--- src/hdl/cit_pkg.sv ---
// package: shared types and constants of the instruction timing block
package cit_pkg;

   // ****************************************
   // widths and reset values
   // ****************************************
   localparam int          PC_W       = 16;
   localparam logic [15:0] RESET_PC   = 16'h0000;
   localparam logic [7:0]  SFR_BASE   = 8'h80;
   localparam logic [7:0]  OP_NOP     = 8'h00;
   localparam logic [7:0]  OP_SPARE   = 8'ha5;

   // ****************************************
   // instruction lengths, cycle counts, operand modes
   // ****************************************
   localparam logic [1:0]  L1         = 2'h1;
   localparam logic [1:0]  L2         = 2'h2;
   localparam logic [1:0]  L3         = 2'h3;
   localparam logic [2:0]  CYC1       = 3'h1;
   localparam logic [2:0]  CYC2       = 3'h2;
   localparam logic [2:0]  CYC3       = 3'h3;
   localparam logic [2:0]  CYC4       = 3'h4;
   localparam logic [2:0]  CYC5       = 3'h5;
   localparam logic [2:0]  CNT_OPER1  = 3'h2;
   localparam logic [2:0]  CNT_OPER2  = 3'h3;
   localparam logic [2:0]  M_NONE     = 3'h0;
   localparam logic [2:0]  M_DIR      = 3'h1;
   localparam logic [2:0]  M_PTR      = 3'h2;
   localparam logic [2:0]  M_BANK     = 3'h4;

   // ****************************************
   // types
   // ****************************************
   typedef enum logic [3:0] {
      C_NONE, C_CARRY_SET, C_CARRY_CLR, C_BIT_SET, C_BIT_CLR, C_BIT_TEST_CLR,
      C_ZERO, C_NONZERO, C_UNEQUAL, C_DEC_NONZERO
   } cit_cond_t;

   typedef enum logic [2:0] {
      T_NONE, T_REL, T_PAGE, T_FULL, T_ACC_DATA_POINTER, T_RETURN
   } cit_target_t;

   typedef enum logic [1:0] {
      S_FETCH = 2'b00,
      S_EXEC  = 2'b01,
      S_TAKEN = 2'b11
   } cit_state_t;

   typedef struct packed {
      logic [1:0]  len;
      logic [2:0]  cycles;
      cit_cond_t   cond;
      cit_target_t target;
      logic        call;
      logic [2:0]  mode;
      logic        foreign;
   } cit_decode_t;

   typedef struct packed {
      logic carry;
      logic accZero;
      logic bitSet;
      logic unequal;
      logic decNonZero;
   } cit_flags_t;

   typedef struct packed {
      logic [7:0] bankRegAddr;
      logic [7:0] ptrRegAddr;
      logic [7:0] directAddr;
      logic       directIsSfr;
   } cit_operand_t;

endpackage : cit_pkg

--- src/hdl/cit_instruction_timing.sv ---
// module: instruction fetch, decode and cycle sequencer of the core
// Functional notes
// [RULE_01] exclusive-or forms take one, two, three cycles
// [RULE_02] accumulator clear/complement/rotate/swap: one byte, cycle
// [RULE_03] direct-to-direct move: three bytes, three cycles
// [RULE_04] indirect RAM accumulator moves: one byte, two cycles
// [RULE_05] load data pointer immediate: three bytes, cycles
// [RULE_06] code byte read: one byte, three cycles
// [RULE_07] external data moves: one byte, three cycles
// [RULE_08] push and pop: two bytes, two cycles
// [RULE_09] exchanges: bank one cycle, others two
// [RULE_10] carry ops one cycle, bit ops two
// [RULE_11] carry jumps: two bytes, two or three
// [RULE_12] bit jumps three/four; test-clear clears set bit
// [RULE_13] long call/jump: 16-bit target, four cycles
// [RULE_14] page call/jump: 11-bit target, three cycles
// [RULE_15] indirect jump and short jump: three cycles
// [RULE_16] zero/nonzero jumps: two or three cycles
// [RULE_17] compare jumps three/four, indirect four/five
// [RULE_18] decrement jumps: decrement first, then test
// [RULE_19] relative offset signed, from following instruction
// [RULE_20] direct below 0x80 RAM, else SPECIAL_FUNCTION_REGISTER
// [RULE_21] bank register of bank; pointers R0/R1 only
// [RULE_22] no-op and spare opcode: one byte, cycle
// [RULE_23] untaken branch finishes one cycle sooner
// [RULE_24] durations counted in plain clock cycles
// [RULE_25] interrupts accepted only at instruction boundaries
`timescale 1ns/1ns
`default_nettype none
module cit_instruction_timing
   import cit_pkg::*;
(
   // clock and reset
   input  wire logic                mclk,
   input  wire logic                reset,
   // program memory, read in the same cycle
   output logic [15:0]              codeAddr,
   input  wire logic [7:0]          codeData,
   // datapath state
   input  wire cit_pkg::cit_flags_t condFlags,
   input  wire logic [1:0]          bankSel,
   input  wire logic [7:0]          accValue,
   input  wire logic [15:0]         dptrValue,
   input  wire logic [15:0]         stackTarget,
   // interrupt request
   input  wire logic                irqPending,
   input  wire logic [15:0]         irqVector,
   // instruction in progress
   output logic [7:0]               opcode,
   output logic [7:0]               operand1,
   output logic [7:0]               operand2,
   output cit_pkg::cit_decode_t     decodeInfo,
   output cit_pkg::cit_operand_t    operandAddr,
   output logic [2:0]               execCycle,
   // events
   output logic                     instrDone,
   output logic                     branchTaken,
   output logic                     bitClear,
   output logic                     callPush,
   output logic                     intAccept,
   output logic [15:0]              returnAddr
);

   // ****************************************
   // decode table
   // ****************************************
   function automatic cit_decode_t mk(input logic [1:0] len, input logic [2:0] cyc,
                                      input cit_cond_t c, input cit_target_t t,
                                      input logic [2:0] mode);
      cit_decode_t d;
      d         = '0;
      d.len     = len;
      d.cycles  = cyc;
      d.cond    = c;
      d.target  = t;
      d.mode    = mode;
      return d;
   endfunction : mk

   // cycles holds the count when no branch is taken
   function automatic cit_decode_t decodeOp(input logic [7:0] op);
      cit_decode_t d;
      d         = mk(L1, CYC1, C_NONE, T_NONE, M_NONE);
      d.foreign = 1'b1;
      casez (op)
         8'b0110_1???:      d = mk(L1, CYC1, C_NONE, T_NONE, M_BANK);           // see [RULE_01]
         8'h65, 8'h62:      d = mk(L2, CYC2, C_NONE, T_NONE, M_DIR);            // see [RULE_01]
         8'b0110_011?:      d = mk(L1, CYC2, C_NONE, T_NONE, M_PTR);            // see [RULE_01]
         8'h64:             d = mk(L2, CYC2, C_NONE, T_NONE, M_NONE);           // see [RULE_01]
         8'h63:             d = mk(L3, CYC3, C_NONE, T_NONE, M_DIR);            // see [RULE_01]
         8'he4, 8'hf4, 8'h23, 8'h33, 8'h03, 8'h13, 8'hc4:
                            d = mk(L1, CYC1, C_NONE, T_NONE, M_NONE);           // see [RULE_02]
         8'b1110_1???, 8'b1111_1???, 8'b1100_1???:
                            d = mk(L1, CYC1, C_NONE, T_NONE, M_BANK);           // see [RULE_09]
         8'he5, 8'hf5, 8'hc5, 8'hc0, 8'hd0:
                            d = mk(L2, CYC2, C_NONE, T_NONE, M_DIR);            // see [RULE_08]
         8'b1110_011?, 8'b1111_011?, 8'b1100_011?, 8'b1101_011?:
                            d = mk(L1, CYC2, C_NONE, T_NONE, M_PTR);            // see [RULE_04]
         8'h74:             d = mk(L2, CYC2, C_NONE, T_NONE, M_NONE);
         8'b1010_1???, 8'b1000_1???:
                            d = mk(L2, CYC2, C_NONE, T_NONE, M_BANK | M_DIR);
         8'b0111_1???:      d = mk(L2, CYC2, C_NONE, T_NONE, M_BANK);
         8'h85, 8'h75:      d = mk(L3, CYC3, C_NONE, T_NONE, M_DIR);            // see [RULE_03]
         8'b1000_011?, 8'b1010_011?:
                            d = mk(L2, CYC2, C_NONE, T_NONE, M_PTR | M_DIR);
         8'b0111_011?:      d = mk(L2, CYC2, C_NONE, T_NONE, M_PTR);
         8'h90:             d = mk(L3, CYC3, C_NONE, T_NONE, M_NONE);           // see [RULE_05]
         8'h93, 8'h83:      d = mk(L1, CYC3, C_NONE, T_NONE, M_NONE);           // see [RULE_06]
         8'b1110_001?, 8'b1111_001?:
                            d = mk(L1, CYC3, C_NONE, T_NONE, M_PTR);            // see [RULE_07]
         8'he0, 8'hf0:      d = mk(L1, CYC3, C_NONE, T_NONE, M_NONE);           // see [RULE_07]
         8'hc3, 8'hd3, 8'hb3:
                            d = mk(L1, CYC1, C_NONE, T_NONE, M_NONE);           // see [RULE_10]
         8'hc2, 8'hd2, 8'hb2, 8'h82, 8'hb0, 8'h72, 8'ha0, 8'ha2, 8'h92:
                            d = mk(L2, CYC2, C_NONE, T_NONE, M_NONE);           // see [RULE_10]
         8'h40:             d = mk(L2, CYC2, C_CARRY_SET, T_REL, M_NONE);       // see [RULE_11]
         8'h50:             d = mk(L2, CYC2, C_CARRY_CLR, T_REL, M_NONE);       // see [RULE_11]
         8'h20:             d = mk(L3, CYC3, C_BIT_SET, T_REL, M_NONE);         // see [RULE_12]
         8'h30:             d = mk(L3, CYC3, C_BIT_CLR, T_REL, M_NONE);         // see [RULE_12]
         8'h10:             d = mk(L3, CYC3, C_BIT_TEST_CLR, T_REL, M_NONE);    // see [RULE_12]
         8'b???1_0001:
         begin
            d      = mk(L2, CYC3, C_NONE, T_PAGE, M_NONE);                      // see [RULE_14]
            d.call = 1'b1;
         end
         8'b???0_0001:      d = mk(L2, CYC3, C_NONE, T_PAGE, M_NONE);           // see [RULE_14]
         8'h12:
         begin
            d      = mk(L3, CYC4, C_NONE, T_FULL, M_NONE);                      // see [RULE_13]
            d.call = 1'b1;
         end
         8'h02:             d = mk(L3, CYC4, C_NONE, T_FULL, M_NONE);           // see [RULE_13]
         8'h22, 8'h32:      d = mk(L1, CYC5, C_NONE, T_RETURN, M_NONE);
         8'h80:             d = mk(L2, CYC3, C_NONE, T_REL, M_NONE);            // see [RULE_15]
         8'h73:             d = mk(L1, CYC3, C_NONE, T_ACC_DATA_POINTER, M_NONE);       // see [RULE_15]
         8'h60:             d = mk(L2, CYC2, C_ZERO, T_REL, M_NONE);            // see [RULE_16]
         8'h70:             d = mk(L2, CYC2, C_NONZERO, T_REL, M_NONE);         // see [RULE_16]
         8'hb5:             d = mk(L3, CYC3, C_UNEQUAL, T_REL, M_DIR);          // see [RULE_17]
         8'hb4:             d = mk(L3, CYC3, C_UNEQUAL, T_REL, M_NONE);         // see [RULE_17]
         8'b1011_1???:      d = mk(L3, CYC3, C_UNEQUAL, T_REL, M_BANK);         // see [RULE_17]
         8'b1011_011?:      d = mk(L3, CYC4, C_UNEQUAL, T_REL, M_PTR);          // see [RULE_17]
         8'b1101_1???:      d = mk(L2, CYC2, C_DEC_NONZERO, T_REL, M_BANK);     // see [RULE_18]
         8'hd5:             d = mk(L3, CYC3, C_DEC_NONZERO, T_REL, M_DIR);      // see [RULE_18]
         OP_NOP, OP_SPARE:  d = mk(L1, CYC1, C_NONE, T_NONE, M_NONE);           // see [RULE_22]
         default:           d = d;
      endcase
      return d;
   endfunction : decodeOp

   // decrement results arrive already decremented from the datapath
   function automatic logic condMet(input cit_cond_t c, input cit_flags_t f);
      unique case (c)
         C_CARRY_SET:    return f.carry;
         C_CARRY_CLR:    return !f.carry;
         C_BIT_SET:      return f.bitSet;
         C_BIT_TEST_CLR: return f.bitSet;
         C_BIT_CLR:      return !f.bitSet;
         C_ZERO:         return f.accZero;
         C_NONZERO:      return !f.accZero;
         C_UNEQUAL:      return f.unequal;
         C_DEC_NONZERO:  return f.decNonZero;                                   // see [RULE_18]
         default:        return 1'b0;
      endcase
   endfunction : condMet

   // ****************************************
   // state
   // ****************************************
   cit_state_t   state_reg;
   logic [15:0]  pc_reg;
   logic [2:0]   cnt_reg;
   logic [7:0]   opcode_reg;
   logic [7:0]   op1_reg;
   logic [7:0]   op2_reg;
   cit_decode_t  dec_reg;
   cit_operand_t opAddr_reg;
   logic         done_reg;
   logic         taken_reg;
   logic         bitClr_reg;
   logic         call_reg;
   logic         intAcc_reg;
   logic [15:0]  retAddr_reg;

   cit_decode_t  curDec;
   cit_operand_t opAddr_next;
   logic [7:0]   opcode_next;
   logic [7:0]   op1_next;
   logic [15:0]  target;
   logic [15:0]  pcFetched;
   logic [15:0]  pc_next;
   logic         fetchNow;
   logic         lastBase;
   logic         takeBranch;
   logic         finish;
   logic         jumpNow;
   logic         irqTake;

   // ****************************************
   // sequencing terms
   // ****************************************
   assign curDec    = (state_reg == S_FETCH) ? decodeOp(codeData) : dec_reg;
   assign fetchNow  = (state_reg == S_FETCH) ||
                      ((state_reg == S_EXEC) && (cnt_reg <= {1'b0, dec_reg.len}));
   // each state step is exactly one mclk cycle
   assign lastBase  = (state_reg == S_FETCH) ? (curDec.cycles == CYC1) :       // see [RULE_24]
                      ((state_reg == S_EXEC) && (cnt_reg == dec_reg.cycles));
   assign takeBranch = lastBase && (state_reg == S_EXEC) && (dec_reg.cond != C_NONE) &&
                       condMet(dec_reg.cond, condFlags);                        // see [RULE_23]
   assign finish    = (lastBase && !takeBranch) || (state_reg == S_TAKEN);
   assign jumpNow   = (state_reg == S_TAKEN) ||
                      (finish && (state_reg == S_EXEC) && (dec_reg.cond == C_NONE) &&
                       (dec_reg.target != T_NONE));
   assign pcFetched = fetchNow ? pc_reg + 16'h0001 : pc_reg;
   assign pc_next   = jumpNow ? target : pcFetched;
   // a call or return completes before a request is honoured
   assign irqTake   = finish && irqPending && !curDec.call &&
                      (curDec.target != T_RETURN);                              // see [RULE_25]

   assign opcode_next = (state_reg == S_FETCH) ? codeData : opcode_reg;
   assign op1_next    = ((state_reg == S_EXEC) && fetchNow && (cnt_reg == CNT_OPER1)) ?
                        codeData : op1_reg;

   // ****************************************
   // helpers
   // ****************************************
   cit_branch_target u_target (
      .kind        (dec_reg.target),
      .len         (dec_reg.len),
      .opcode      (opcode_reg),
      .operand1    (op1_reg),
      .operand2    (op2_reg),
      .pcNext      (pc_reg),
      .accValue    (accValue),
      .dptrValue   (dptrValue),
      .stackTarget (stackTarget),
      .target      (target)
   );

   cit_operand_addr u_operand (
      .opcode      (opcode_next),
      .operand1    (op1_next),
      .bankSel     (bankSel),
      .operandAddr (opAddr_next)
   );

   // ****************************************
   // state machine and cycle counter
   // ****************************************
   always_ff @(posedge mclk)
   begin
      if (reset)
      begin
         state_reg <= S_FETCH;
         cnt_reg   <= CYC1;
      end
      else
      begin
         unique case (state_reg)
            S_FETCH:
            begin
               state_reg <= finish ? S_FETCH : S_EXEC;
               cnt_reg   <= finish ? CYC1 : CNT_OPER1;
            end
            S_EXEC:
            begin
               if (takeBranch)
                  state_reg <= S_TAKEN;                                          // see [RULE_11]
               else if (finish)
                  state_reg <= S_FETCH;
               cnt_reg <= finish ? CYC1 : cnt_reg + 3'h1;
            end
            S_TAKEN:
            begin
               state_reg <= S_FETCH;
               cnt_reg   <= CYC1;
            end
            default: state_reg <= S_FETCH;
         endcase
      end
   end

   // ****************************************
   // program counter
   // ****************************************
   always_ff @(posedge mclk)
   begin
      if (reset)
         pc_reg <= RESET_PC;
      else if (finish && irqTake)
         pc_reg <= irqVector;                                                    // see [RULE_25]
      else
         pc_reg <= pc_next;
   end

   // ****************************************
   // instruction bytes and decode
   // ****************************************
   always_ff @(posedge mclk)
   begin
      if (reset)
      begin
         opcode_reg <= OP_NOP;
         op1_reg    <= 8'h00;
         op2_reg    <= 8'h00;
         dec_reg    <= mk(L1, CYC1, C_NONE, T_NONE, M_NONE);
         opAddr_reg <= '0;
      end
      else
      begin
         opcode_reg <= opcode_next;
         op1_reg    <= op1_next;
         opAddr_reg <= opAddr_next;
         if (state_reg == S_FETCH)
            dec_reg <= curDec;
         if ((state_reg == S_EXEC) && fetchNow && (cnt_reg == CNT_OPER2))
            op2_reg <= codeData;
      end
   end

   // ****************************************
   // event pulses
   // ****************************************
   always_ff @(posedge mclk)
   begin
      if (reset)
      begin
         done_reg    <= 1'b0;
         taken_reg   <= 1'b0;
         bitClr_reg  <= 1'b0;
         call_reg    <= 1'b0;
         intAcc_reg  <= 1'b0;
         retAddr_reg <= RESET_PC;
      end
      else
      begin
         done_reg   <= finish;
         taken_reg  <= finish && jumpNow;
         // the tested bit is cleared only when found set
         bitClr_reg <= takeBranch && (dec_reg.cond == C_BIT_TEST_CLR);           // see [RULE_12]
         call_reg   <= finish && (state_reg == S_EXEC) && dec_reg.call;
         intAcc_reg <= irqTake;
         if (finish && (state_reg == S_EXEC) && dec_reg.call)
            retAddr_reg <= pc_reg;
         else if (irqTake)
            retAddr_reg <= pc_next;
      end
   end

   // ****************************************
   // outputs
   // ****************************************
   assign codeAddr    = pc_reg;
   assign opcode      = opcode_reg;
   assign operand1    = op1_reg;
   assign operand2    = op2_reg;
   assign decodeInfo  = dec_reg;
   assign operandAddr = opAddr_reg;
   assign execCycle   = cnt_reg;
   assign instrDone   = done_reg;
   assign branchTaken = taken_reg;
   assign bitClear    = bitClr_reg;
   assign callPush    = call_reg;
   assign intAccept   = intAcc_reg;
   assign returnAddr  = retAddr_reg;

endmodule : cit_instruction_timing
`default_nettype wire

--- src/hdl/cit_operand_addr.sv ---
// module: operand address decode for bank, pointer and direct operands
`timescale 1ns/1ns
`default_nettype none
module cit_operand_addr
   import cit_pkg::*;
(
   // instruction bytes
   input  wire logic [7:0]   opcode,
   input  wire logic [7:0]   operand1,
   // selected bank
   input  wire logic [1:0]   bankSel,
   // decoded addresses
   output cit_pkg::cit_operand_t operandAddr
);

   always_comb
   begin
      // one of eight registers of the current bank
      operandAddr.bankRegAddr = {3'h0, bankSel, opcode[2:0]};           // see [RULE_21]
      // only the first two bank registers may act as pointers
      operandAddr.ptrRegAddr  = {3'h0, bankSel, 2'h0, opcode[0]};       // see [RULE_21]
      operandAddr.directAddr  = operand1;
      operandAddr.directIsSfr = (operand1 >= SFR_BASE);                 // see [RULE_20]
   end

endmodule : cit_operand_addr
`default_nettype wire

--- src/hdl/cit_branch_target.sv ---
// module: branch target arithmetic for all transfer forms
`timescale 1ns/1ns
`default_nettype none
module cit_branch_target
   import cit_pkg::*;
(
   // instruction
   input  wire cit_pkg::cit_target_t kind,
   input  wire logic [1:0]  len,
   input  wire logic [7:0]  opcode,
   input  wire logic [7:0]  operand1,
   input  wire logic [7:0]  operand2,
   // address of the following instruction
   input  wire logic [15:0] pcNext,
   // datapath values
   input  wire logic [7:0]  accValue,
   input  wire logic [15:0] dptrValue,
   input  wire logic [15:0] stackTarget,
   // result
   output logic [15:0]      target
);

   logic [7:0] relByte;

   // the offset is always the last instruction byte
   assign relByte = (len == L3) ? operand2 : operand1;

   always_comb
   begin
      unique case (kind)
         T_REL:      target = pcNext + {{8{relByte[7]}}, relByte};          // see [RULE_19]
         T_PAGE:     target = {pcNext[15:11], opcode[7:5], operand1};       // see [RULE_14]
         T_FULL:     target = {operand1, operand2};                         // see [RULE_13]
         T_ACC_DATA_POINTER: target = dptrValue + {8'h00, accValue};                // see [RULE_15]
         T_RETURN:   target = stackTarget;
         default:    target = pcNext;
      endcase
   end

endmodule : cit_branch_target
`default_nettype wire

--- config.mk ---
export PLATFORM = sky130hd
export DESIGN_NAME = cit_instruction_timing
export DESIGN_NICKNAME = d
export VERILOG_FILES = /design/src/hdl/cit_pkg.sv /design/src/hdl/cit_instruction_timing.sv /design/src/hdl/cit_operand_addr.sv /design/src/hdl/cit_branch_target.sv
export SDC_FILE = /design/constraint.sdc
export NUM_CORES = 1
export LEC_CHECK = 0
export BUFFER_PORTS_ARGS = -buffer_cell sky130_fd_sc_hd__buf_2
export CAP_MARGIN = 20
export CORE_ASPECT_RATIO = 1.5
export CORE_UTILIZATION = 40
export CTS_BUF_LIST = sky130_fd_sc_hd__clkbuf_2 sky130_fd_sc_hd__clkbuf_4 sky130_fd_sc_hd__clkbuf_8
export CTS_CLUSTER_SIZE = 14
export DETAILED_ROUTE_END_ITERATION = 16
export GPL_ROUTABILITY_DRIVEN = 1
export PLACE_DENSITY = 0.6
export SLEW_MARGIN = 20
export SYNTH_ARGS = -nofsm -noshare
export SYNTH_HDL_FRONTEND = slang
export SYNTH_SLANG_ARGS = --single-unit
--- constraint.sdc ---
create_clock -name mclk -period 5.8 [get_ports mclk]
set_input_delay 0.58 -clock mclk [delete_from_list [all_inputs] [get_ports mclk]]
set_output_delay 0.58 -clock mclk [all_outputs]
set_load 0.01 [all_outputs]
# [After elaboration in Yosys (flattened, before gate mapping)]
# Cells that the tools add are included.
[word_totals] out_inout_bits=106 ff_bits=100 word_cells=195
[classes] n_reduce_logical=46 n_eq_ne=98 magnitude_cmp=2 n_addsub=4 n_mux=20
[op_table] cell="one-hot mux 17 bit (33 select lines)" count=1
[op_table] cell="== test 8 bit (second input constant)" count=30
[op_table] cell="== test 8 x 7 -> 1 bit (second input constant)" count=12
[op_table] cell="2-to-1 mux 16 bit" count=5
[op_table] cell="one-hot mux 16 bit (5 select lines)" count=1
[op_table] cell="== test 7 bit (second input constant)" count=9
[op_table] cell="== test 8 x 6 -> 1 bit (second input constant)" count=6
[op_table] cell="== test 5 bit (second input constant)" count=8
[op_table] cell="== test 8 x 5 -> 1 bit (second input constant)" count=3
[op_table] cell="logical AND 1 bit" count=19
[op_table] cell="adder 16 x 1 -> 16 bit (second input constant)" count=1
[op_table] cell="adder 16 bit" count=1
[op_table] cell="adder 16 x 8 -> 16 bit" count=1
[op_table] cell="== test 4 x 3 -> 1 bit (second input constant)" count=4
[op_table] cell="== test 8 x 2 -> 1 bit (second input constant)" count=2
[op_table] cell="2-to-1 mux 8 bit" count=2
[op_table] cell="2-to-1 mux 15 bit" count=1
[op_table] cell="== test 7 x 6 -> 1 bit (second input constant)" count=2
[op_table] cell="== test 3 x 2 -> 1 bit (second input constant)" count=4
[op_table] cell="OR reduction 12 bit" count=1
[op_table] cell="OR reduction 11 bit" count=1
[op_table] cell="== test 5 x 4 -> 1 bit (second input constant)" count=2
[op_table] cell="OR reduction 2 bit" count=5
[op_table] cell="one-hot mux 3 bit (3 select lines)" count=1
[op_table] cell="30 further kinds" count=48

# [Logic depth before layout (Yosys ltp)]
# Gate-level depths: netlist (run 1).
[logic_depth] word_depth=19 mapped_depth=14 depth_no_buf=14

# [By module]
# A second synthesis (run 1) with hierarchy kept.
[unflattened] cells_unflattened=1021 area_unflattened_um2=8129.0
[by_module_without_submodules] module="cit_instruction_timing" seq_area_each_um2=2162.1 instances=1 area_per_inst_um2=5657.9 cells_each=673
[by_module_without_submodules] module="cit_branch_target" seq_area_each_um2=0.0 instances=1 area_per_inst_um2=2283.4 cells_each=322
[by_module_without_submodules] module="cit_operand_addr" seq_area_each_um2=0.0 instances=1 area_per_inst_um2=187.7 cells_each=26

# [Worst setup path after synthesis (run 1)]
# OpenSTA, ideal clock, no wires.
[synth_path] path_kind="input -> register" from="in codeData[6]" to="reg retAddr_reg[13], in the netlist returnAddr[13]" slack_ps=2427 n_path_buf=2 t_arrival_ps=3299 cell_stages=10 required_ps=5726 path_cell_list="buf_4 > and4b_4 > a21o_1 > a211o_1 > or4_4 > or4_1 > buf_2 > a21o_1 > or4_1 > a31oi_1"
[synth_via] elab_chain_cells=19
[synth_rtl] element="from (decl)" line="cit_instruction_timing.sv:38" source="input wire logic [7:0] codeData,"
[synth_rtl] element="== test 8 bit, or another cell as far along" line="cit_instruction_timing.sv:85" source="casez (op)"
[synth_rtl] element="OR reduction 12 bit (no source line), or another cell as far along"
[synth_rtl] element="one-hot mux 17 bit (33 select lines) (*)" line="cit_instruction_timing.sv:85"
[synth_rtl] element="2-to-1 mux 15 bit (*)" line="cit_instruction_timing.sv:201" source="assign curDec = (state_reg == S_FETCH) ? decodeOp(codeData) : dec_reg;"
[synth_rtl] element="== test 3 x 1 -> 1 bit" line="cit_instruction_timing.sv:205" source="assign lastBase = (state_reg == S_FETCH) ? (curDec.cycles == CYC1) :"
[synth_rtl] element="2-to-1 mux 1 bit" line="cit_instruction_timing.sv:205"
[synth_rtl] element="logical AND 1 bit (3 in a row)" line="cit_instruction_timing.sv:207" source="assign takeBranch = lastBase && (state_reg == S_EXEC) && (dec_reg.cond != C_NONE) &&"
[synth_rtl] element="logical NOT 1 bit" line="cit_instruction_timing.sv:209" source="assign finish = (lastBase && !takeBranch) || (state_reg == S_TAKEN);"
[synth_rtl] element="logical AND 1 bit" line="cit_instruction_timing.sv:209"
[synth_rtl] element="logical OR 1 bit" line="cit_instruction_timing.sv:209"
[synth_rtl] element="logical AND 1 bit" line="cit_instruction_timing.sv:211, cit_instruction_timing.sv:342"
[synth_rtl] element="logical AND 1 bit (2 in a row)" line="cit_instruction_timing.sv:211" source="(finish && (state_reg == S_EXEC) && (dec_reg.cond == C_NONE) &&"
[synth_rtl] element="logical OR 1 bit" line="cit_instruction_timing.sv:210" source="assign jumpNow = (state_reg == S_TAKEN) ||"
[synth_rtl] element="2-to-1 mux 16 bit" line="cit_instruction_timing.sv:214" source="assign pc_next = jumpNow ? target : pcFetched;"
[synth_rtl] element="2-to-1 mux 16 bit" line="cit_instruction_timing.sv:344" source="else if (irqTake)"
[synth_rtl] element="2-to-1 mux 16 bit" line="cit_instruction_timing.sv:342" source="if (finish && (state_reg == S_EXEC) && dec_reg.call)"
[synth_rtl] element="to (signal assigned)" line="cit_instruction_timing.sv:343" source="retAddr_reg <= pc_reg;"
[synth_rtl] element="to (signal assigned)" line="cit_instruction_timing.sv:345" source="retAddr_reg <= pc_next;"
[synth_rtl] element="to (decl)" line="cit_instruction_timing.sv:182" source="logic [15:0] retAddr_reg;"
# Mark *: on every way between the ends. The rest lies on a longest branch, timed or not. The select of a mux whose other input is x is not followed.
# A chain may end at the register's enable or synchronous reset.

# [Final worst setup path (run 1)]
[layout_path] from="in codeData[6]" to="reg pc_reg[6], in the netlist codeAddr[6]"
[layout_via] elab_chain_cells=18
[layout_rtl] element="== test 8 bit, or another cell as far along" line="cit_instruction_timing.sv:85"
[layout_rtl] element="OR reduction 12 bit (no source line), or another cell as far along"
[layout_rtl] element="one-hot mux 17 bit (33 select lines) (*)" line="cit_instruction_timing.sv:85"
[layout_rtl] element="2-to-1 mux 15 bit (*)" line="cit_instruction_timing.sv:201"
[layout_rtl] element="== test 3 x 1 -> 1 bit" line="cit_instruction_timing.sv:205"
[layout_rtl] element="2-to-1 mux 1 bit" line="cit_instruction_timing.sv:205"
[layout_rtl] element="logical AND 1 bit (3 in a row)" line="cit_instruction_timing.sv:207"
[layout_rtl] element="logical NOT 1 bit" line="cit_instruction_timing.sv:209"
[layout_rtl] element="logical AND 1 bit" line="cit_instruction_timing.sv:209"
[layout_rtl] element="logical OR 1 bit" line="cit_instruction_timing.sv:209"
[layout_rtl] element="logical AND 1 bit (3 in a row)" line="cit_instruction_timing.sv:211"
[layout_rtl] element="logical OR 1 bit" line="cit_instruction_timing.sv:210"
[layout_rtl] element="2-to-1 mux 16 bit" line="cit_instruction_timing.sv:214"
[layout_rtl] element="2-to-1 mux 16 bit (*)" line="cit_instruction_timing.sv:289" source="else if (finish && irqTake)"
[layout_rtl] element="to (signal assigned)" line="cit_instruction_timing.sv:290" source="pc_reg <= irqVector;"
[layout_rtl] element="to (signal assigned)" line="cit_instruction_timing.sv:292" source="pc_reg <= pc_next;"
[layout_rtl] element="to (decl)" line="cit_instruction_timing.sv:170" source="logic [15:0] pc_reg;"
# Mark *: on every way between the ends. The rest lies on a longest branch, timed or not.

==> results.sh, run 1 <==
export IMPL_max_slew_margin_pct=34.12
export IMPL_wire_per_inst_um=19.77
export IMPL_clock_latency_ns=0.38
export IMPL_drtIter0Drc=453
export IMPL_fin_tns_setup_ns=0
export IMPL_leakage_uw=0.003378
export IMPL_routed_wl_met2_um=12760
export IMPL_reg2reg_depth=11
export IMPL_vdd_ir_drop_max_mv=0.1288
export IMPL_required_ns=6.12
export IMPL_cts_setup_buffers=0
export IMPL_wl_met3_um=1380
export IMPL_dp_hpwl_um=19040
export IMPL_setup_viol=0
export IMPL_hold_violations=0
export IMPL_die_h_um=162.6
export IMPL_layout_cells_non_filler=1283
export IMPL_cts_sinks=86
export IMPL_critPathMaxFanout=26
export IMPL_grt_max_degree=83
export IMPL_critPathKind="input pin to flop"
export IMPL_antenna_found_initial=0
export IMPL_critical_path_arrival_ns=4.51
export IMPL_ioPinCount=180
export IMPL_maxCapViolCount=0
export IMPL_htreeDepth=3
export IMPL_largest_reg_flops=17
export IMPL_dieWidth_um=109.1
export IMPL_end_kind="flop"
export IMPL_dp_cells=1267
export IMPL_via_per_inst=6.011
export IMPL_crit_path_start_kind="input pin"
export IMPL_rsz0062_at_grt="false"
export IMPL_cts_root_buf="clkbuf_8"
export IMPL_post_route_period_util_pct=72.24
export IMPL_coreArea_um2=16760
export IMPL_hold_buffers=0
export IMPL_hold_path_depth=2
export IMPL_clock_skew_ns=0.02409
export IMPL_dieArea_um2=17730
export IMPL_drv_slew=0
export IMPL_synth_main_ff_cell="dfxtp_1"
export IMPL_grt_pass1_vias=7008
export IMPL_finalCriticalPeriod_ns=4.190
export IMPL_diodes=0
export IMPL_yosysSeqAreaShare_pct=25.04
export IMPL_remaining_drc_errors=0
export IMPL_yosysWarnings=0
export IMPL_fin_nets=1173
export IMPL_syn_cell_area_um2=6877
export IMPL_grt_first_pass_wirelength_um=38010
export IMPL_gr_usage_all_layers_pct=28.19
export IMPL_hp_class="input pin to flop"
export IMPL_numCtsBuffers=9
export IMPL_dr_max_layer_used="met4"
export IMPL_met1Wirelength_um=9693
export IMPL_p_total_uw=1884
export IMPL_overflow=0
export IMPL_status="complete, no violations"
export IMPL_initial_core_util_pct=41.02
export IMPL_syn2layout_area_growth_pct=14.57
export IMPL_ant_nets=0
export IMPL_synthCells=956
export IMPL_rows=58
export IMPL_worst_pin_slew_ns=0.9869
export IMPL_async_flop_share_pct=0
export IMPL_max_freq_mhz=238.7
export IMPL_placement_io_buffers=171
export IMPL_drive_gt1_share_pct=20.50
export IMPL_cts_tree="yes"
export IMPL_power_density_nw_per_um2=239.1
export IMPL_reg2reg_setup_slack_ns=1.67
export IMPL_wirelength_um=25360
export IMPL_gp_congestion=0.9497
export IMPL_clk_pin_slew_ns=0.10
export IMPL_synth_edf_count=0
export IMPL_synth_seq_cells=86
export IMPL_avgSynthCellArea_um2=7.193
export IMPL_vias=7712
export IMPL_clockBufferDepth=2
export IMPL_cts_resized=0
export IMPL_dr_pass1_iters=5
export IMPL_ys_types=76
==> area by class of cell <==
type,count,area [um^2]
sequential,86,1722
multi-input combinational,764,4652
fill,1811,8885
timing repair buffer,182,938.4
inverter,25,93.84
clock inverter,7,86.33
tap,210,262.8
clock buffer,9,123.9
==> where the power goes <==
group | leakage [uW] | switching [uW] | internal [uW]
registers | 0.000702 | 94.0 | 646
clock network | 0.000104 | 256 | 209
logic | 0.00257 | 424 | 254
==> cells by family (layout without fill, tap and decap cells) <==
| kind of cell | Yosys count | count (layout) | synth area share, % |
|---|---|---|---|
| and+or+nand+nor | 362 | 362 | 25.55 |
| AOI/OAI and AO/OA | 324 | 324 | 30.39 |
| buffers and inverters | 113 | 223 | 7.751 |
| DFF | 86 | 86 | 25.04 |
| adders and majority gates | 31 | 31 | 5.859 |
| xor gates and xnor gates | 25 | 25 | 3.184 |
| muxes | 14 | 14 | 2.183 |
| other | 1 | 8 | 0.05453 |
==> synthesized netlist by cell type, types with 10 or more instances <==
cell type / count / share of area, %
dfxtp_1: 86 / 25
inv_1: 24 / 1.3
a21o_1: 14 / 1.5
o21a_1: 14 / 1.5
clkbuf_1: 49 / 2.7
nor2b_1: 16 / 1.5
nor2_1: 59 / 3.2
nand4_1: 14 / 1.3
buf_4: 24 / 2.6
xnor2_1: 14 / 1.8
nand3_1: 54 / 3.9
o21ai_0: 59 / 4.3
o22ai_1: 10 / 0.91
nand2b_1: 11 / 1.0
ha_1: 29 / 5.3
a211oi_1: 20 / 2.2
nand2_1: 133 / 7.3
xor2_1: 11 / 1.4
a21oi_1: 95 / 6.9
a31oi_1: 29 / 2.6
nor3_1: 15 / 1.1
==> layer usage <==
layer	GRT usage (%)	vias to the layer above
li1	-	3717
met5	0	-
met3	3.041	80
met1	32.29	3610
met4	17.38	0
met2	49.14	305
==> critical path: stages <==
cell       delay [ns]
buf_2            0.39
nand2_1          0.32
o211ai_1         0.18
a2111oi_0        0.13
a211o_1          0.29
or4_4            0.52
or4_1            0.66
a21oi_2          0.72
nand2b_1         0.33
inv_1            0.24
a32o_1           0.15
==> through the flow <==
step | instance area, um^2 | util, % | hold slack (ns) | setup slack (ns)
floorplan | 6903 | - | 0.4761 | 2.427
global placement | 7665 | 45.72 | 0.4442 | 1.371
detailed placement | 7665 | 45.72 | 0.4476 | 1.321
CTS | 7875 | 46.98 | 0.3955 | 1.707
global route | 7879 | 47.00 | 0.3995 | 1.351
finish | 7879 | 47.00 | 0.4073 | 1.610
==> final timing paths <==
check	end	startpoint
max	codeAddr[6]	codeData[6]
min	operandAddr[21]	bankSel[1]
max reg2reg	returnAddr[13]	decodeInfo[16]
min reg2reg	opcode[3]	opcode[3]
==> placed cells by master (no fill, tap or decap), types with 5 or more instances in the layout <==
cell type / synthesis / routed
o211ai_1: 8 / 8
ha_1: 29 / 29
buf_2: 9 / 171
a31oi_1: 29 / 29
o211a_1: 5 / 5
nor2b_1: 16 / 16
o21ai_0: 59 / 58
mux2i_1: 6 / 6
or2_2: 6 / 6
buf_4: 24 / 11
conb_1: 1 / 8
a21o_1: 14 / 14
o22ai_1: 10 / 10
o21a_1: 14 / 14
mux2_2: 8 / 8
o21bai_1: 6 / 6
o31ai_1: 5 / 5
nor3_1: 15 / 15
and3_1: 7 / 7
dfxtp_1: 86 / 86
nand3_1: 54 / 54
nand2b_1: 11 / 11
nor2_1: 59 / 59
clkbuf_8: 0 / 9
xor2_1: 11 / 11
xnor2_1: 14 / 14
or3_1: 8 / 8
nand4_1: 14 / 14
inv_1: 24 / 24
a2111oi_0: 6 / 6
nand2_1: 133 / 133
nor4_1: 9 / 9
a211oi_1: 20 / 20
or4_1: 6 / 6
a211o_1: 6 / 6
a21oi_1: 95 / 94
Power figures use the tool's default switching activity.
==> run 2: changes to the inputs <==
--- a/config.mk
+++ b/config.mk
@@ -5,6 +5,7 @@
 export SDC_FILE = /design/constraint.sdc
 export NUM_CORES = 1
 export LEC_CHECK = 0
+export ABC_AREA = 1
 export BUFFER_PORTS_ARGS = -buffer_cell sky130_fd_sc_hd__buf_2
 export CAP_MARGIN = 20
 export CORE_ASPECT_RATIO = 1.5
@@ -13,7 +14,7 @@
 export CTS_CLUSTER_SIZE = 14
 export DETAILED_ROUTE_END_ITERATION = 16
 export GPL_ROUTABILITY_DRIVEN = 1
-export PLACE_DENSITY = 0.6
+export PLACE_DENSITY = 0.62
 export SLEW_MARGIN = 20
 export SYNTH_ARGS = -nofsm -noshare
 export SYNTH_HDL_FRONTEND = slang
==> constraint.sdc (replaced) <==
create_clock -name mclk -period 3.7 [get_ports mclk]
set_input_delay 0.37 -clock mclk [delete_from_list [all_inputs] [get_ports mclk]]
set_output_delay 0.37 -clock mclk [all_outputs]
set_load 0.01 [all_outputs]
==> run 2 against run 1 <==
Compared with the run above: register-to-register slack worse by 1.2 ns; largest power group is now combinational cells; via count up 5.3%; critical path type is now flop to flop; synthesized cell count up 19%.
==> results.sh, run 2 <==
export IMPL_status="complete, no violations"
export IMPL_cpPeakStageDelay_ns=0.42
export IMPL_ioPinCount=180
export IMPL_clock_latency_ns=0.37
export IMPL_rows=59
export IMPL_largest_reg_flops=17
export IMPL_hold_violations=0
export IMPL_yosysWarnings=0
export IMPL_htreeDepth=3
export IMPL_power_density_nw_per_um2=400.6
export IMPL_via_per_inst=5.428
export IMPL_yosys_area_top_type="dfxtp_1"
export IMPL_placement_io_buffers=171
export IMPL_post_route_period_util_pct=87.34
export IMPL_path_cells="nand2_1 > o21ai_0 > inv_1 > fa_1 > inv_1 > nand3_1 > nand2_1 > nand2_1 > nand2_1 > a21oi_1 > o21ai_0 > a21oi_1 > xor2_1 > nor2_1 > nor3_1 > nand2_1 > nand3_1 > a21oi_1"
export IMPL_comb_power_share_pct=41.4
export IMPL_yosysMostFrequentCell="nand2_1"
export IMPL_rsz0062_at_grt="false"
export IMPL_synth_main_ff_cell="dfxtp_1"
export IMPL_initial_core_util_pct=40.86
export IMPL_hp_class="input pin to flop"
export IMPL_cts_tree="yes"
export IMPL_dieArea_um2=18270
export IMPL_dieWidth_um=110.7
export IMPL_vdd_ir_drop_max_mv=0.2294
export IMPL_syn2layout_area_growth_pct=15.52
export IMPL_synthCells=1133
export IMPL_worst_pin_slew_ns=0.8876
export IMPL_p_seq_share_pct=36.9
export IMPL_critPathKind="flop to flop"
export IMPL_critPathMaxFanout=16
export IMPL_ys_top_cells_by_count="nand2_1 (267), nor2_1 (122), inv_1 (117), a21oi_1 (105), nand3_1 (89)"
export IMPL_fillers=1907
export IMPL_ys_types=60
export IMPL_synth_seq_cells=86
export IMPL_cts_setup_buffers=0
export IMPL_synth_top_area_share_pct=24.29
export IMPL_syn_cell_area_um2=7088
export IMPL_power_switching_uw=1431
export IMPL_cpMaxStageDelayCell="fa_1"
export IMPL_gp_congestion=1.073
export IMPL_regArea_um2=1722
export IMPL_grt_max_degree=42
export IMPL_max_freq_mhz=309.4
export IMPL_vias=8120
export IMPL_drv_slew=0
export IMPL_cts_sinks=86
export IMPL_coreArea_um2=17350
export IMPL_critPathMostFrequentCell="nand2_1"
export IMPL_yosysSeqAreaShare_pct=24.29
export IMPL_die_h_um=165.0
export IMPL_setup_viol=0
export IMPL_clk_pin_slew_ns=0.10
export IMPL_swShare_pct=43.63
export IMPL_antenna_found_initial=0
export IMPL_cts_resized=0
export IMPL_mostFrequentLayoutCell="nand2_1"
export IMPL_grt_first_pass_wirelength_um=40500
export IMPL_intPower_uw=1849
export IMPL_p_total_uw=3280
export IMPL_wire_per_inst_um=17.31
export IMPL_ant_nets=0
export IMPL_numCtsBuffers=9
export IMPL_dr_pass1_iters=5
export IMPL_max_slew_margin_pct=40.61
export IMPL_gr_usage_all_layers_pct=28.15
export IMPL_clockBufferDepth=2
export IMPL_clock_skew_ns=0.02249
export IMPL_end_kind="flop"
export IMPL_maxCapViolCount=0
export IMPL_hold_buffers=0
export IMPL_final_cell_mix="nand2_1 (267), buf_2 (171), nor2_1 (122)"
export IMPL_avgSynthCellArea_um2=6.256
export IMPL_remaining_drc_errors=0
export IMPL_grt_pass1_vias=7969
export IMPL_multiInputGateArea_um2=4494
export IMPL_critical_path_arrival_ns=3.46
export IMPL_synth_edf_count=0
export IMPL_async_flop_share_pct=0
export IMPL_wirelength_um=25900
export IMPL_drtIter0Drc=405
export IMPL_overflow=0
export IMPL_fin_tns_setup_ns=0
export IMPL_leakage_uw=0.004071
export IMPL_crit_path_start_kind="flop"
export IMPL_p_clk_share_pct=21.7
export IMPL_fin_nets=1384
export IMPL_cts_root_buf="clkbuf_8"
export IMPL_synth_area_leaders="dfxtp_1 (24%), nand2_1 (14%), a21oi_1 (7.4%)"
export IMPL_dp_hpwl_um=20550
export IMPL_diodes=0
export IMPL_required_ns=3.93
export IMPL_drive_gt1_share_pct=19.80
export IMPL_finalCriticalPeriod_ns=3.232
==> run 2: cell types whose count changed in the layout (fill, tap and decap cells not counted), sizes merged, moves of 17 or more <==
cell and delta:
a31oi -28, inv +100, nand2 +150, nand3 +36, nand4 +18, nor2 +78
o21ai +17
==> run 2: cell type report <==
class,count,area share (%)
tap,213,3.255
clock inverter,5,0.8099
sequential,86,21.03
timing repair buffer,189,12.10
clock buffer,10,1.681
multi-input combinational,861,54.89
inverter,132,6.235
==> run 2: final timing paths <==
check,start,end,slack (ns),depth (start not counted)
min,irqVector[13],codeAddr[13],0.19,3
min reg2reg,decodeInfo[1],decodeInfo[1],0.47,2
max,decodeInfo[15],returnAddr[10],0.47,18
max reg2reg,decodeInfo[15],returnAddr[10],0.47,18
==> run 2: per-stage QoR <==
stage,setup WS [ns],hold slack (ns),util [%],instance area [um^2],cells
after detailed placement,0.4595,0.4579,46.02,7984,1481
after global placement,0.4938,0.4560,46.02,7984,1481
after global routing,0.004263,0.1868,47.20,8188,1496
after floorplan,0.8274,0.4770,-,7114,1140
after CTS,0.4616,0.1855,47.20,8188,1496
final,0.4683,0.1943,47.20,8188,1496
==> run 2: cell families after synthesis <==
group / Yosys count / share of synthesized area [%]
simple gates: 568 / 36.10
compound gates: 236 / 18.98
buf+inv: 193 / 12.67
flops: 86 / 24.29
fa+ha+maj: 31 / 5.684
xor+xnor: 18 / 2.224
other cells: 1 / 0.05291
==> run 2: critical path, delay by kind of cell, from the launching register on <==
family / cells / cell delay [ns]
fa+ha+maj: 1 / 0.42
simple gates: 9 / 0.99
buf+inv: 2 / 0.19
flops: 1 / 0.41
xor+xnor: 1 / 0.15
compound gates: 5 / 0.93
==> run 2: power groups by stage <==
stage,combinational [uW],clock [uW],sequential (uW)
floorplan,877,0,1240
global placement,1350,0,1230
detailed placement,1360,0,1230
CTS,1360,727,1210
global route,1520,763,1220
finish,1360,712,1210
==> run 2: metal layers <==
| metal | track usage [%] | up-vias | share of wire (%) |
|---|---|---|---|
| li1 | - | 4040 | - |
| met1 | 29.42 | 3747 | 37 |
| met4 | 17.45 | 0 | 5.6 |
| met5 | 0 | - | 0 |
| met3 | 3.009 | 86 | 4.2 |
| met2 | 53.75 | 247 | 53 |
==> run 3: changes to the inputs <==
--- a/config.mk
+++ b/config.mk
@@ -14,7 +14,7 @@
 export CTS_CLUSTER_SIZE = 14
 export DETAILED_ROUTE_END_ITERATION = 16
 export GPL_ROUTABILITY_DRIVEN = 1
-export PLACE_DENSITY = 0.62
+export PLACE_DENSITY = 0.6
 export SLEW_MARGIN = 20
 export SYNTH_ARGS = -nofsm -noshare
 export SYNTH_HDL_FRONTEND = slang
==> constraint.sdc (replaced) <==
create_clock -name mclk -period 3.47 [get_ports mclk]
set_input_delay 0.347 -clock mclk [delete_from_list [all_inputs] [get_ports mclk]]
set_output_delay 0.347 -clock mclk [all_outputs]
set_load 0.01 [all_outputs]
==> run 3 against run 2 <==
Compared with the run above: register-to-register slack lost 0.09 ns; count of clock-buffer cells in the layout is the same; die area is the same; combinational power grew 15%; setup slack lost 0.092 ns; global-route usage grew 0.51 points; utilization grew 0.55 points; final cell count grew 0.80%; critical path depth is the same; wire length grew 2.5%; clock power grew 6.3%; critical path type unchanged; largest cell class unchanged.
==> results.sh, run 3 (same netlist as run 2, synthesis figures left out) <==
export IMPL_status="complete, no violations"
export IMPL_drtIter0Drc=443
export IMPL_max_slew_margin_pct=45.66
export IMPL_critPathMaxFanout=8
export IMPL_vdd_ir_drop_max_mv=0.2871
export IMPL_ant_nets=0
export IMPL_regArea_um2=1722
export IMPL_holdWs_ns=0.1571
export IMPL_grt_first_pass_wirelength_um=40540
export IMPL_endpoint="returnAddr[12]"
export IMPL_critical_path_arrival_ns=3.33
export IMPL_cts_setup_buffers=0
export IMPL_placement_io_buffers=171
export IMPL_coreArea_um2=17350
export IMPL_via_per_inst=5.420
export IMPL_htreeDepth=3
export IMPL_wirelength_um=26540
export IMPL_syn2layout_area_growth_pct=16.86
export IMPL_drive_gt1_share_pct=20.69
export IMPL_cts_sinks=86
export IMPL_antenna_found_initial=0
export IMPL_final_cell_mix="nand2_1 (266), buf_2 (171), nor2_1 (121)"
export IMPL_reg2reg_depth=18
export IMPL_r2r_start="decodeInfo[16]"
export IMPL_numCtsBuffers=9
export IMPL_power_density_nw_per_um2=429.0
export IMPL_rows=59
export IMPL_cts_tree="yes"
export IMPL_leakage_uw=0.004135
export IMPL_clock_latency_ns=0.38
export IMPL_fillers=1928
export IMPL_clock_skew_ns=0.02350
export IMPL_startpoint="decodeInfo[16]"
export IMPL_crit_path_start_kind="flop"
export IMPL_gp_congestion=1.042
export IMPL_clk_pin_slew_ns=0.10
export IMPL_rsz0062_at_grt="false"
export IMPL_setup_viol=0
export IMPL_remaining_drc_errors=0
export IMPL_diodes=0
export IMPL_ioPinCount=180
export IMPL_multiInputGateArea_um2=4499
export IMPL_dp_hpwl_um=21090
export IMPL_die_h_um=165.0
export IMPL_largest_reg_flops=17
export IMPL_finalInstanceArea_um2=8283
export IMPL_cts_root_buf="clkbuf_8"
export IMPL_fin_nets=1396
export IMPL_hp_class="input pin to flop"
export IMPL_placed_area_um2=8074
export IMPL_grt_max_degree=42
export IMPL_post_route_period_util_pct=89.16
export IMPL_worst_pin_slew_ns=0.8131
export IMPL_mostFrequentLayoutCell="nand2_1"
export IMPL_gr_usage_all_layers_pct=28.66
export IMPL_dieWidth_um=110.7
export IMPL_end_kind="flop"
export IMPL_critPathKind="flop to flop"
export IMPL_hold_buffers=0
export IMPL_finalCriticalPeriod_ns=3.094
export IMPL_clockBufferDepth=2
export IMPL_initial_core_util_pct=40.86
export IMPL_overflow=0
export IMPL_hold_violations=0
export IMPL_cts_resized=0
export IMPL_maxCapViolCount=0
export IMPL_dr_pass1_iters=6
export IMPL_drv_slew=0
export IMPL_grt_pass1_vias=7779
export IMPL_max_freq_mhz=323.2
export IMPL_required_ns=3.71
export IMPL_dieArea_um2=18270
export IMPL_wire_per_inst_um=17.60
export IMPL_vias=8174
export IMPL_worstReg2RegEnd="returnAddr[12]"
export IMPL_fin_tns_setup_ns=0
export IMPL_reg2reg_setup_slack_ns=0.38
run 3: cell count changes in the layout (fill, tap and decap cells not counted), sizes merged:
cell / previous run / this run
buf: 189 / 201
run 3: how the worst min path moves through the flow:
stage             startpoint               to  slack (ns)  depth (start not counted)
2_1_floorplan     bankSel[0]  operandAddr[20]        0.45                          2
3_3_place_gp   decodeInfo[1]    decodeInfo[1]        0.46                          2
3_5_place_dp   decodeInfo[1]    decodeInfo[1]        0.46                          2
4_1_cts        irqVector[13]     codeAddr[13]        0.14                          3
5_1_grt        irqVector[13]     codeAddr[13]        0.15                          3
6_report       irqVector[13]     codeAddr[13]        0.16                          3
run 3: where the power goes:
part | total, uW | switching (uW) | internal, uW | leakage [uW]
sequential | 1240 | 118 | 1120 | 0.000701
combinational | 1560 | 1030 | 530 | 0.00333
clock | 757 | 399 | 358 | 0.000101
total | 3550 | 1550 | 2010 | 0.00413
run 3: through the flow:
step	power [uW]	instances	utilization [%]	setup WS, ns
floorplan	2261	1140	-	0.5974
global placement	2799	1493	46.54	0.3659
detailed placement	2806	1493	46.54	0.2669
CTS	3566	1508	47.72	0.2683
global route	3787	1508	47.75	0.02231
finish	3554	1508	47.75	0.3762
run 3: worst max-delay path, cell delays in order, from the launching register on:
cell and delay [ns]:
dfxtp_1 0.39, inv_1 0.07, ha_1 0.30, inv_1 0.06, nor2_1 0.03, o21ai_0 0.20
nand2_1 0.07, nor2_1 0.30, nor2_2 0.17, inv_1 0.16, nand3_1 0.12, nor2_1 0.17
nand2_1 0.09, nor3_1 0.25, nand2_1 0.10, xor2_1 0.14, nand3_1 0.12, nand3_1 0.15
a21oi_1 0.08
run 3: area by class of cell:
class | instances | share of cell area [%]
multi-input combinational | 861 | 54.32
sequential | 86 | 20.79
timing repair buffer | 201 | 13.05
inverter | 132 | 6.163
tap | 213 | 3.218
clock buffer | 10 | 1.662
clock inverter | 5 | 0.8006
run 3: per-layer routing:
metal  global-route usage, %  vias to the layer above  share of wire, %
met2                   55.56                      297                53
met3                   2.862                       79               4.5
met1                   29.37                     3737                36
li1                        -                     4061                 -
met5                       0                        -                 0
met4                   17.88                        0               5.7
